`src/asb_pkg.sv`:
```
/*
  Shared constants for the automatic serial buffer transfer block: register
  indices, field positions, reset values, gap timing counts and engine states.
  Assumes a register bus whose byte address is four times a register index.
*/
`default_nettype none

package asb_pkg;

  // Register indices; the bus byte address is four times the index.
  localparam logic [15:0] IDX_MODE     = 16'hFF68;
  localparam logic [15:0] IDX_CTRL     = 16'hFF69;
  localparam logic [15:0] IDX_PTR      = 16'hFF6A;
  localparam logic [15:0] IDX_GAP      = 16'hFF6B;
  localparam logic [15:0] IDX_SHIFT    = 16'hFF6C;
  localparam logic [15:0] IDX_STATUS   = 16'hFF6D;
  localparam logic [15:0] IDX_PORT     = 16'hFF6E;
  localparam logic [15:0] IDX_RAM_LO   = 16'hFAC0;
  localparam logic [15:0] IDX_RAM_HI   = 16'hFAFF;
  localparam int unsigned ADDR_W       = 18;
  localparam int unsigned RAM_DEPTH    = 64;

  // Field positions.
  localparam int unsigned MODE_ON      = 7;
  localparam int unsigned MODE_AUTO    = 5;
  localparam int unsigned CTRL_RX_ON   = 7;
  localparam int unsigned CTRL_RELOAD  = 6;
  localparam int unsigned CTRL_SLIP    = 4;
  localparam int unsigned CTRL_ACTIVE  = 3;
  localparam int unsigned CTRL_STROBE  = 2;
  localparam int unsigned CTRL_HOLD    = 1;
  localparam int unsigned GAP_ON       = 7;
  localparam int unsigned STAT_IRQ     = 0;
  localparam int unsigned PORT_STROBE  = 0;
  localparam int unsigned PORT_BUSY    = 1;

  // Reset values.
  localparam logic [7:0]  RST_BYTE     = 8'h00;

  // Gap timing in main clock cycles, and the minimum count of serial clock rises.
  localparam int unsigned GAP_UNIT_CYC = 128;
  localparam int unsigned GAP_MIN_CYC  = 56;
  localparam int unsigned GAP_MAX_CYC  = 72;
  localparam logic [12:0] GAP_RAM_CYC  = 13'h0002;
  localparam logic [1:0]  GAP_SCK_MIN  = 2'h2;

  // Bus responses.
  localparam logic [1:0]  RESP_OKAY    = 2'h0;
  localparam logic [1:0]  RESP_SLVERR  = 2'h2;

  typedef enum logic [2:0] {
    ST_IDLE,
    ST_LOAD,
    ST_SHIFT,
    ST_STORE,
    ST_GAP
  } asb_state_t;

  function automatic logic asb_is_ram(input logic [15:0] idx);
    return (idx >= IDX_RAM_LO) && (idx <= IDX_RAM_HI);
  endfunction

endpackage

`default_nettype wire

```
`src/asb_shifter.sv`:
```
/*
  Eight-bit serial shift register for the three-wire channel.
  Assumes serial clock edges arrive as one-cycle pulses already synchronised
  to mclk, and that the serial input is synchronised as well.
*/
`timescale 1ns/100ps
`default_nettype none

module asb_shifter (
  input  wire logic       mclk,
  input  wire logic       rst,
  input  wire logic       sck_rise,
  input  wire logic       sck_fall,
  input  wire logic       load,
  input  wire logic [7:0] load_data,
  input  wire logic       clr,
  input  wire logic       sin,
  output var  logic       sout,
  output var  logic       done,
  output var  logic [7:0] rx_data
);

  logic [7:0] sr;
  logic [7:0] next_sr;
  logic [2:0] cnt;
  logic [2:0] next_cnt;
  logic       busy;
  logic       next_busy;
  logic       next_sout;
  logic       next_done;

  always_comb begin
    next_sr   = sr;
    next_cnt  = cnt;
    next_busy = busy;
    next_sout = sout;
    next_done = 1'b0;
    if (clr) begin
      next_busy = 1'b0;
      next_sout = 1'b0;
    end else if (load) begin
      next_sr   = load_data;
      next_sout = load_data[7];
      next_cnt  = 3'h0;
      next_busy = 1'b1;
    end else if (busy) begin
      if (sck_rise) begin
        next_sr  = {sr[6:0], sin};
        next_cnt = 3'(cnt + 3'h1);
        if (cnt == 3'h7) begin
          next_busy = 1'b0;
          next_done = 1'b1;
        end
      end else if (sck_fall) begin
        next_sout = sr[7];
      end
    end
  end

  always_ff @(posedge mclk or posedge rst) begin
    if (rst) begin
      sr   <= 8'h00;
      cnt  <= 3'h0;
      busy <= 1'b0;
      sout <= 1'b0;
      done <= 1'b0;
    end else begin
      sr   <= next_sr;
      cnt  <= next_cnt;
      busy <= next_busy;
      sout <= next_sout;
      done <= next_done;
    end
  end

  assign rx_data = sr;

endmodule // asb_shifter

`default_nettype wire

```
`src/asb_top.sv`:
```
/*
  Automatic serial buffer transfer engine with an AXI4-Lite register slave,
  a 64-byte buffer RAM and a gap timer between bytes.
  Assumes the serial clock, serial input and busy input come from outside
  the mclk domain and that the serial clock runs well below mclk.
*/
// The AXI4-Lite slave port was chosen for this implementation.
`timescale 1ns/100ps
`default_nettype none

module asb_top #(
  parameter int unsigned GAP_UNIT = asb_pkg::GAP_UNIT_CYC
) (
  input  wire logic                       mclk,
  input  wire logic                       rst,
  input  wire logic [asb_pkg::ADDR_W-1:0] awaddr,
  input  wire logic                       awvalid,
  output var  logic                       awready,
  input  wire logic [31:0]                wdata,
  input  wire logic [3:0]                 wstrb,
  input  wire logic                       wvalid,
  output var  logic                       wready,
  output var  logic [1:0]                 bresp,
  output var  logic                       bvalid,
  input  wire logic                       bready,
  input  wire logic [asb_pkg::ADDR_W-1:0] araddr,
  input  wire logic                       arvalid,
  output var  logic                       arready,
  output var  logic [31:0]                rdata,
  output var  logic [1:0]                 rresp,
  output var  logic                       rvalid,
  input  wire logic                       rready,
  input  wire logic                       serial_clock_pin,
  input  wire logic                       serial_in_pin,
  output var  logic                       serial_out_pin,
  input  wire logic                       busy_pin,
  output var  logic                       strobe_pin
);

  logic                sck_s1, sck_s2, sck_s3, sin_s1, sin_s2, busy_s1, busy_s2;
  logic                sck_rise, sck_fall;
  logic [7:0]          buf_ram [asb_pkg::RAM_DEPTH];
  asb_pkg::asb_state_t st, next_st;
  logic [7:0]          mode, next_mode, ptr, next_ptr, sio_rx, next_sio_rx;
  logic [4:0]          gap_n, next_gap_n;
  logic                gap_on, next_gap_on, rx_on, next_rx_on, reload, next_reload;
  logic                strobe_ctrl, next_strobe_ctrl, hold_ctrl, next_hold_ctrl;
  logic                active, next_active, irq_flag, next_irq_flag;
  logic                next_strobe_pin;
  logic [12:0]         gap_cnt, next_gap_cnt;
  logic [1:0]          rises, next_rises;
  logic [15:0]         aw_idx, next_aw_idx;
  logic [7:0]          wd, next_wd;
  logic                wd_en, next_wd_en, have_aw, next_have_aw, have_w, next_have_w;
  logic                next_awready, next_wready, next_bvalid, next_arready, next_rvalid;
  logic [1:0]          next_bresp, next_rresp;
  logic [31:0]         next_rdata;
  logic [15:0]         ar_idx;
  logic [7:0]          rd8;
  logic                wr_go, sio_wr, irq_set;
  logic                ram_we;
  logic [5:0]          ram_wa;
  logic [7:0]          ram_wd;
  logic                sh_load, sh_clr, sh_done, sh_out;
  logic [7:0]          sh_data, sh_rx;

  // Two-stage synchronisers; the second stage feeds logic, and sck_s3 behind it gives the serial clock edge detect.
  always_ff @(posedge mclk or posedge rst) begin
    if (rst) begin
      sck_s1  <= 1'b1;
      sck_s2  <= 1'b1;
      sck_s3  <= 1'b1;
      sin_s1  <= 1'b0;
      sin_s2  <= 1'b0;
      busy_s1 <= 1'b0;
      busy_s2 <= 1'b0;
    end else begin
      sck_s1  <= serial_clock_pin;
      sck_s2  <= sck_s1;
      sck_s3  <= sck_s2;
      sin_s1  <= serial_in_pin;
      sin_s2  <= sin_s1;
      busy_s1 <= busy_pin;
      busy_s2 <= busy_s1;
    end
  end

  assign sck_rise = sck_s2 & ~sck_s3;
  assign sck_fall = ~sck_s2 & sck_s3;
  assign ar_idx   = araddr[asb_pkg::ADDR_W-1:2];

  always_ff @(posedge mclk) begin
    if (ram_we) begin
      buf_ram[ram_wa] <= ram_wd;
    end
  end

  asb_shifter u_shifter (
    .mclk      (mclk),
    .rst       (rst),
    .sck_rise  (sck_rise),
    .sck_fall  (sck_fall),
    .load      (sh_load),
    .load_data (sh_data),
    .clr       (sh_clr),
    .sin       (sin_s2),
    .sout      (sh_out),
    .done      (sh_done),
    .rx_data   (sh_rx)
  );

  always_comb begin
    next_st = st;  next_mode = mode;  next_ptr = ptr;  next_sio_rx = sio_rx;
    next_gap_n = gap_n;  next_gap_on = gap_on;  next_rx_on = rx_on;
    next_reload = reload;  next_strobe_ctrl = strobe_ctrl;  next_hold_ctrl = hold_ctrl;
    next_active = active;  next_irq_flag = irq_flag;  next_strobe_pin = strobe_pin;
    next_gap_cnt = gap_cnt;  next_rises = rises;
    next_aw_idx = aw_idx;  next_wd = wd;  next_wd_en = wd_en;
    next_have_aw = have_aw;  next_have_w = have_w;
    next_awready = awready;  next_wready = wready;  next_bvalid = bvalid;
    next_bresp = bresp;  next_arready = arready;  next_rvalid = rvalid;
    next_rresp = rresp;  next_rdata = rdata;
    sio_wr = 1'b0;  irq_set = 1'b0;
    ram_we = 1'b0;  ram_wa = ptr[5:0];  ram_wd = sh_rx;
    sh_load = 1'b0;  sh_clr = 1'b0;  sh_data = buf_ram[ptr[5:0]];
    rd8 = 8'h00;

    if (awvalid && awready) begin
      next_aw_idx  = awaddr[asb_pkg::ADDR_W-1:2];
      next_have_aw = 1'b1;
      next_awready = 1'b0;
    end
    if (wvalid && wready) begin
      next_wd     = wdata[7:0];
      next_wd_en  = wstrb[0];
      next_have_w = 1'b1;
      next_wready = 1'b0;
    end
    // A buffer write from the bus waits while the engine stores a byte.
    wr_go = have_aw && have_w && !bvalid &&
            !(asb_pkg::asb_is_ram(aw_idx) && st == asb_pkg::ST_STORE);
    if (wr_go) begin
      next_have_aw = 1'b0;
      next_have_w  = 1'b0;
      next_awready = 1'b1;
      next_wready  = 1'b1;
      next_bvalid  = 1'b1;
      next_bresp   = asb_pkg::RESP_OKAY;
      if (asb_pkg::asb_is_ram(aw_idx)) begin
        ram_we = wd_en;
        ram_wa = aw_idx[5:0];
        ram_wd = wd;
      end else if (aw_idx == asb_pkg::IDX_MODE) begin
        if (wd_en) next_mode = wd;
      end else if (aw_idx == asb_pkg::IDX_CTRL) begin
        if (wd_en) begin
          next_rx_on       = wd[asb_pkg::CTRL_RX_ON];
          next_reload      = wd[asb_pkg::CTRL_RELOAD];
          next_strobe_ctrl = wd[asb_pkg::CTRL_STROBE];
          next_hold_ctrl   = wd[asb_pkg::CTRL_HOLD];
        end
      end else if (aw_idx == asb_pkg::IDX_GAP) begin
        if (wd_en) begin
          next_gap_on = wd[asb_pkg::GAP_ON];
          next_gap_n  = wd[4:0];
        end
      end else if (aw_idx == asb_pkg::IDX_PTR) begin
        if (wd_en) next_ptr = wd;
      end else if (aw_idx == asb_pkg::IDX_SHIFT) begin
        sio_wr = 1'b1;
      end else if (aw_idx == asb_pkg::IDX_STATUS) begin
        if (wd_en && wd[asb_pkg::STAT_IRQ]) next_irq_flag = 1'b0;
      end else if (aw_idx == asb_pkg::IDX_PORT) begin
        if (wd_en) next_strobe_pin = wd[asb_pkg::PORT_STROBE];
      end else begin
        next_bresp = asb_pkg::RESP_SLVERR;
      end
    end
    if (bvalid && bready) next_bvalid = 1'b0;

    if (arvalid && arready) begin
      next_arready = 1'b0;
      next_rvalid  = 1'b1;
      next_rresp   = asb_pkg::RESP_OKAY;
      if (asb_pkg::asb_is_ram(ar_idx)) begin
        rd8 = buf_ram[ar_idx[5:0]];
      end else if (ar_idx == asb_pkg::IDX_MODE) begin
        rd8 = mode;
      end else if (ar_idx == asb_pkg::IDX_CTRL) begin
        rd8[asb_pkg::CTRL_RX_ON]  = rx_on;
        rd8[asb_pkg::CTRL_RELOAD] = reload;
        rd8[asb_pkg::CTRL_ACTIVE] = active;
        rd8[asb_pkg::CTRL_STROBE] = strobe_ctrl;
        rd8[asb_pkg::CTRL_HOLD]   = hold_ctrl;
      end else if (ar_idx == asb_pkg::IDX_GAP) begin
        rd8[asb_pkg::GAP_ON] = gap_on;
        rd8[4:0]             = gap_n;
      end else if (ar_idx == asb_pkg::IDX_PTR) begin
        rd8 = ptr;
      end else if (ar_idx == asb_pkg::IDX_SHIFT) begin
        rd8 = sio_rx;
      end else if (ar_idx == asb_pkg::IDX_STATUS) begin
        rd8[asb_pkg::STAT_IRQ] = irq_flag;
      end else if (ar_idx == asb_pkg::IDX_PORT) begin
        rd8[asb_pkg::PORT_STROBE] = strobe_pin;
        rd8[asb_pkg::PORT_BUSY]   = busy_s2;
      end else begin
        next_rresp = asb_pkg::RESP_SLVERR;
      end
      next_rdata = {24'h000000, rd8};
    end
    if (rvalid && rready) begin
      next_rvalid  = 1'b0;
      next_arready = 1'b1;
    end

    unique case (st)
      asb_pkg::ST_IDLE: begin
        if (sio_wr && mode[asb_pkg::MODE_ON]) begin
          if (mode[asb_pkg::MODE_AUTO]) begin
            next_active = 1'b1;
            next_st     = asb_pkg::ST_LOAD;
          end else begin
            sh_load = 1'b1;
            sh_data = wd;
            next_st = asb_pkg::ST_SHIFT;
          end
        end
      end
      asb_pkg::ST_LOAD: begin
        sh_load = 1'b1;
        sh_data = buf_ram[ptr[5:0]];
        next_st = asb_pkg::ST_SHIFT;
      end
      asb_pkg::ST_SHIFT: begin
        if (sh_done) begin
          next_sio_rx = sh_rx;
          if (active) begin
            next_st = asb_pkg::ST_STORE;
          end else begin
            irq_set = 1'b1;
            next_st = asb_pkg::ST_IDLE;
          end
        end
      end
      asb_pkg::ST_STORE: begin
        ram_we = rx_on;
        if (ptr == 8'h00) begin
          next_active = 1'b0;
          irq_set     = 1'b1;
          sh_clr      = 1'b1;
          next_st     = asb_pkg::ST_IDLE;
        end else begin
          next_ptr   = 8'(ptr - 8'h01);
          next_rises = 2'h0;
          next_gap_cnt = gap_on ?
            13'((32'(gap_n) + 32'd1) * GAP_UNIT + asb_pkg::GAP_MIN_CYC) :
            asb_pkg::GAP_RAM_CYC;
          next_st = asb_pkg::ST_GAP;
        end
      end
      asb_pkg::ST_GAP: begin
        if (gap_cnt != 13'h0000) next_gap_cnt = 13'(gap_cnt - 13'h0001);
        if (sck_rise && rises != asb_pkg::GAP_SCK_MIN) next_rises = 2'(rises + 2'h1);
        if (gap_cnt == 13'h0000 && rises == asb_pkg::GAP_SCK_MIN && sck_rise &&
            !(hold_ctrl && !gap_on && busy_s2)) begin
          next_st = asb_pkg::ST_LOAD;
        end
      end
    endcase
    // Hardware set wins over a software clear in the same cycle.
    if (irq_set) next_irq_flag = 1'b1;
  end

  always_ff @(posedge mclk or posedge rst) begin
    if (rst) begin
      st <= asb_pkg::ST_IDLE;  mode <= asb_pkg::RST_BYTE;  ptr <= asb_pkg::RST_BYTE;
      sio_rx <= asb_pkg::RST_BYTE;  gap_n <= 5'h00;  gap_on <= 1'b0;  rx_on <= 1'b0;
      reload <= 1'b0;  strobe_ctrl <= 1'b0;  hold_ctrl <= 1'b0;  active <= 1'b0;
      irq_flag <= 1'b0;  strobe_pin <= 1'b0;  gap_cnt <= 13'h0000;  rises <= 2'h0;
      aw_idx <= 16'h0000;  wd <= 8'h00;  wd_en <= 1'b0;  have_aw <= 1'b0;
      have_w <= 1'b0;  awready <= 1'b1;  wready <= 1'b1;  bvalid <= 1'b0;
      bresp <= asb_pkg::RESP_OKAY;  arready <= 1'b1;  rvalid <= 1'b0;
      rresp <= asb_pkg::RESP_OKAY;  rdata <= 32'h00000000;  serial_out_pin <= 1'b0;
    end else begin
      st <= next_st;  mode <= next_mode;  ptr <= next_ptr;  sio_rx <= next_sio_rx;
      gap_n <= next_gap_n;  gap_on <= next_gap_on;  rx_on <= next_rx_on;
      reload <= next_reload;  strobe_ctrl <= next_strobe_ctrl;
      hold_ctrl <= next_hold_ctrl;  active <= next_active;  irq_flag <= next_irq_flag;
      strobe_pin <= next_strobe_pin;  gap_cnt <= next_gap_cnt;  rises <= next_rises;
      aw_idx <= next_aw_idx;  wd <= next_wd;  wd_en <= next_wd_en;
      have_aw <= next_have_aw;  have_w <= next_have_w;  awready <= next_awready;
      wready <= next_wready;  bvalid <= next_bvalid;  bresp <= next_bresp;
      arready <= next_arready;  rvalid <= next_rvalid;  rresp <= next_rresp;
      rdata <= next_rdata;  serial_out_pin <= sh_clr ? 1'b0 : sh_out;
    end
  end

  logic last_byte;
  assign last_byte = (st == asb_pkg::ST_STORE) && (ptr == 8'h00);
endmodule // asb_top

`default_nettype wire

```
`config.mk`:
```
export PLATFORM = sky130hd
export DESIGN_NAME = asb_top
export DESIGN_NICKNAME = d
export VERILOG_FILES = /design/src/asb_pkg.sv /design/src/asb_shifter.sv /design/src/asb_top.sv
export SDC_FILE = /design/constraint.sdc
export NUM_CORES = 1
export LEC_CHECK = 0
export BUFFER_PORTS_ARGS = -buffer_cell sky130_fd_sc_hd__buf_2
export CORE_ASPECT_RATIO = 0.6
export CORE_MARGIN = 2
export CORE_UTILIZATION = 36
export CTS_CLUSTER_SIZE = 16
export DETAILED_ROUTE_END_ITERATION = 6
export PLACE_DENSITY = 0.52
export SLEW_MARGIN = 15
export SYNTH_ARGS = -nofsm -noshare
export SYNTH_HDL_FRONTEND = slang
export SYNTH_SLANG_ARGS = --single-unit
```
`constraint.sdc`:
```
create_clock -name mclk -period 4.5 [get_ports mclk]
set_clock_uncertainty 0.05 [all_clocks]
set_input_delay 0.675 -clock mclk [delete_from_list [all_inputs] [get_ports mclk]]
set_output_delay 0.675 -clock mclk [all_outputs]
set_load 0.01 [all_outputs]
```
==> results by group <==
Clock tree
  – CTS Buffer Depth: 3
  – # clock sinks: 631
  – Post-CTS Setup Inserts: 0
  – Clk root buf: clkbuf_16
  – TritonCTS clock tree: built
  – Worst-Skew Late Latency: 0.64 ns
  – Post-CTS sizing: 0
  – Clock transition at path regs: 0.07 ns
  – Depth of the CTS H-tree: 2
  – CTS Buf Count: 58
  – Cts-stage hold buffer count: 0

Floorplan
  – Initial Util: 36.4%
  – I/O pin count: 125
  – Die Wd: 380 um
  – Die H: 229 um
  – # rows: 82
  – CORE AREA: 0.0836 mm2
  – Die ar.: 0.0870 mm2

Logic synthesis
  – Post-synth top area share: 50.5%
  – Post-synth EDFFs: 512
  – Synth unique cells: 89
  – Ys flop type: edfxtp_1
  – Ys async rst share: 18.9%
  – #FFs+latches synth: 631
  – Mapped Area: 0.0305 mm2
  – Synth area leaders: edfxtp_1, mux4_2, dfrtp_1
  – Post-synthesis sequential area ratio: 60.3%
  – Mapped Avg Cell Area: 16.5 um2
  – Gate Count Post-Synth: 1,841
  – Dominant cell type by area after synthesis: edfxtp_1
  – Synth warnings: 0

Status
  – Outcome: completed

Detailed routing
  – Routed Antenna Nets: 0
  – Iteration-0 DRC Markers: 3,000
  – Via count: 19,217
  – Wire length per cell: 30.6 um
  – Via density: 6.05
  – Remaining DRCs: 0
  – TritonRoute pass-1 iters: 6
  – Final wirelength: 97.2 mm

STA
  – Final period utilization: 83.8%
  – Min Tclk post-route: 3.77 ns
  – Slew HR: 33.2%
  – Slew @ Worst Pin: 0.999 ns
  – Unrepaired setup endpoints after global routing: false
  – Final WS setup: 0.730 ns
  – Setup TNS: 0 ns
  – Fmax: 265 MHz
  – Final hold vios: 0
  – Final Setup Violations: 0
  – Final-report max-slew violation count: 0

Setup path
  – Worst Setup SP: aw_idx[7]
  – Reg2Reg Depth: 6
  – Arrival time worst endpoint: 3.97 ns
  – Critical path peak fanout: 24
  – R2r startpoint: aw_idx[7]
  – Max stage delay on crit path: 0.84 ns
  – Kind of critical path: reg -> reg
  – Crit. End Element: flip-flop
  – Critical-path top delay cell: nor2_1
  – Setup slack, reg-to-reg: 0.73 ns
  – FF-to-FF End: buf_ram[20][7]
  – Critical Path End: buf_ram[20][7]
  – Largest delay share family, worst path: simple AND/OR/NAND/NOR gates
  – Critical Path Stages: 6
  – CP cell instances: nor3b_1, nor3b_4, nand2_2, mux2i_4, nand2_1, nor2_1
  – Critical path buffers and inverters: 0
  – Worst setup SP type: flip-flop
  – Req. time, crit path: 4.70 ns

Power and ir drop
  – Pwr Density: 363 mW/mm2
  – Max rail drop VDD: 0.289 mV
  – P_sw: 2.98 mW
  – Total power draw: 12.6 mW
  – Sequential share of power: 53.3%
  – Clock power frac: 40.5%
  – P_int: 9.57 mW
  – Leak Pwr: 11.8 nW
  – Combinational share of power: 6.1%
  – Switch share: 23.8%

Cells and area
  – Diode count: 0
  – Layout cells sized above 1: 32.6%
  – Layout area overhead: 13.5%
  – Fin nets: 2,081

Job
  – Max Cap Viol: 0

Min path
  – Hold Path Class: in -> reg

Global route
  – Overall Global Routing Usage: 22.2%
  – Largest net degree at the start of global routing: 69
  – Number of global-route vias before repair: 18,613
  – Congestion Overflow GR: 0
  – Initial antenna violation count: 3
  – First-pass GRT wire length: 138 mm

Placed design
  – Place WS: 0.824 ns
  – Placer Congestion: 0.953
  – I/O Buffers: 67
  – Hpwl dp: 70.0 mm
## Yosys cell counts (25+ instances only)
library cell / instances
edfxtp_1: 512
nor2_1: 130
o21ai_0: 52
mux4_2: 268
dfrtp_1: 113
clkbuf_1: 42
inv_1: 25
nor3_1: 26
buf_2: 28
nand2_1: 106
mux2_2: 68
nand3_1: 31
mux2i_1: 48
buf_4: 41
a22oi_1: 46
a21oi_1: 38
## power by group through the flow
stage          Clock [mW]  Combinational (mW)  Sequential, mW
2_1_floorplan           0               0.551            6.65
3_3_place_gp            0               0.758            6.80
3_5_place_dp            0               0.769            6.81
4_1_cts              5.16               0.772            6.69
5_1_grt              5.41               0.837            6.71
6_report             5.09               0.770            6.69
## kinds of logic (layout without fill, tap and decap cells)
kind of cell / count (synthesis) / in the layout / share of synthesized area [%]
mux: 385 / 385 / 24.0
fa+ha+maj: 7 / 7 / 0.287
xor+xnor: 5 / 5 / 0.144
other cells: 1 / 26 / 0.0123
buf+inv: 166 / 340 / 3.18
flops: 631 / 631 / 60.3
compound gates: 249 / 249 / 5.68
simple gates: 397 / 397 / 6.45
## per-stage QoR
stage	utilization (%)	area, um2	cells	hold WS (ns)
4_1_cts	41.3	34600	3174	0.0495
2_1_floorplan	-	30600	1866	0.281
3_5_place_dp	39.1	32700	3066	0.296
6_report	41.3	34600	3174	0.0825
3_3_place_gp	39.1	32700	3066	0.283
5_1_grt	41.3	34600	3174	0.0619
## layout by cell type (no fill, tap or decap), types with 6 or more instances in the layout
cell       count
clkinv_1      15
a22o_1        10
buf_2         65
o22ai_1        8
mux2i_1       48
nand2_1      106
buf_4        125
dfrtp_1      110
and3_1        15
clkbuf_16     59
nand3_1       31
edfxtp_1     512
inv_1         24
a31oi_1       15
buf_12        13
o31ai_1        7
nand2b_1       7
mux4_2       268
nand4_1       11
nor2_1       130
clkbuf_1       9
a22oi_1       46
clkinv_2      11
nor3_1        26
nor2b_1       14
dfstp_2        6
a21oi_1       38
a211oi_1       9
and2_1        11
ha_1           7
o21ai_0       51
conb_1        26
a221oi_1      10
mux2_2        68
o221ai_1       7
bufinv_16      6
## worst min path at each step
| stage | cells after the start | slack, ns | from | to |
|---|---|---|---|---|
| global placement | 0 | 0.28 | sin_s1 | sin_s2 |
| detailed placement | 0 | 0.30 | sin_s1 | sin_s2 |
| global route | 1 | 0.06 | serial_clock_pin | sck_s1 |
| floorplan | 0 | 0.28 | busy_s1 | busy_s2 |
| finish | 1 | 0.08 | serial_clock_pin | sck_s1 |
| CTS | 1 | 0.05 | serial_clock_pin | sck_s1 |
## registers in the layout, indices dropped and copies added, names as in the netlist, 2 cells and up
name               count
ptr                    8
st                     3
gap_cnt               13
sio_rx                 8
gap_n                  5
u_shifter.rx_data      8
mode                   8
rdata                  8
u_shifter.cnt          3
rises                  2
aw_idx                16
wd                     8
buf_ram              512
## per-layer routing
layer / routed length (um) / share of wire, % / global-route usage (%)
met5: 0 / 0 / 0
met4: 1850 / 1.9 / 4.57
met3: 11700 / 12 / 7.10
met2: 38700 / 40 / 28.8
met1: 44900 / 46 / 35.5
## worst register-to-register path: cells and delay by family, from the launching register on
kind,cells,cell delay (ns)
flip-flops,1,0.42
multiplexers,1,0.42
AND/OR/NAND/NOR,5,2.49
## cell type report
class                           instances  area (um2)
Clock inverter                         33         305
Sequential cell                       631       18400
Multi-Input combinational cell       1069       11200
Tap cell                             1134        1420
Clock buffer                           75        1590
Fill cell                            7468       49000
Timing Repair Buffer                  205        1550
Inverter                               27         104
Power figures use the tool's default switching activity.
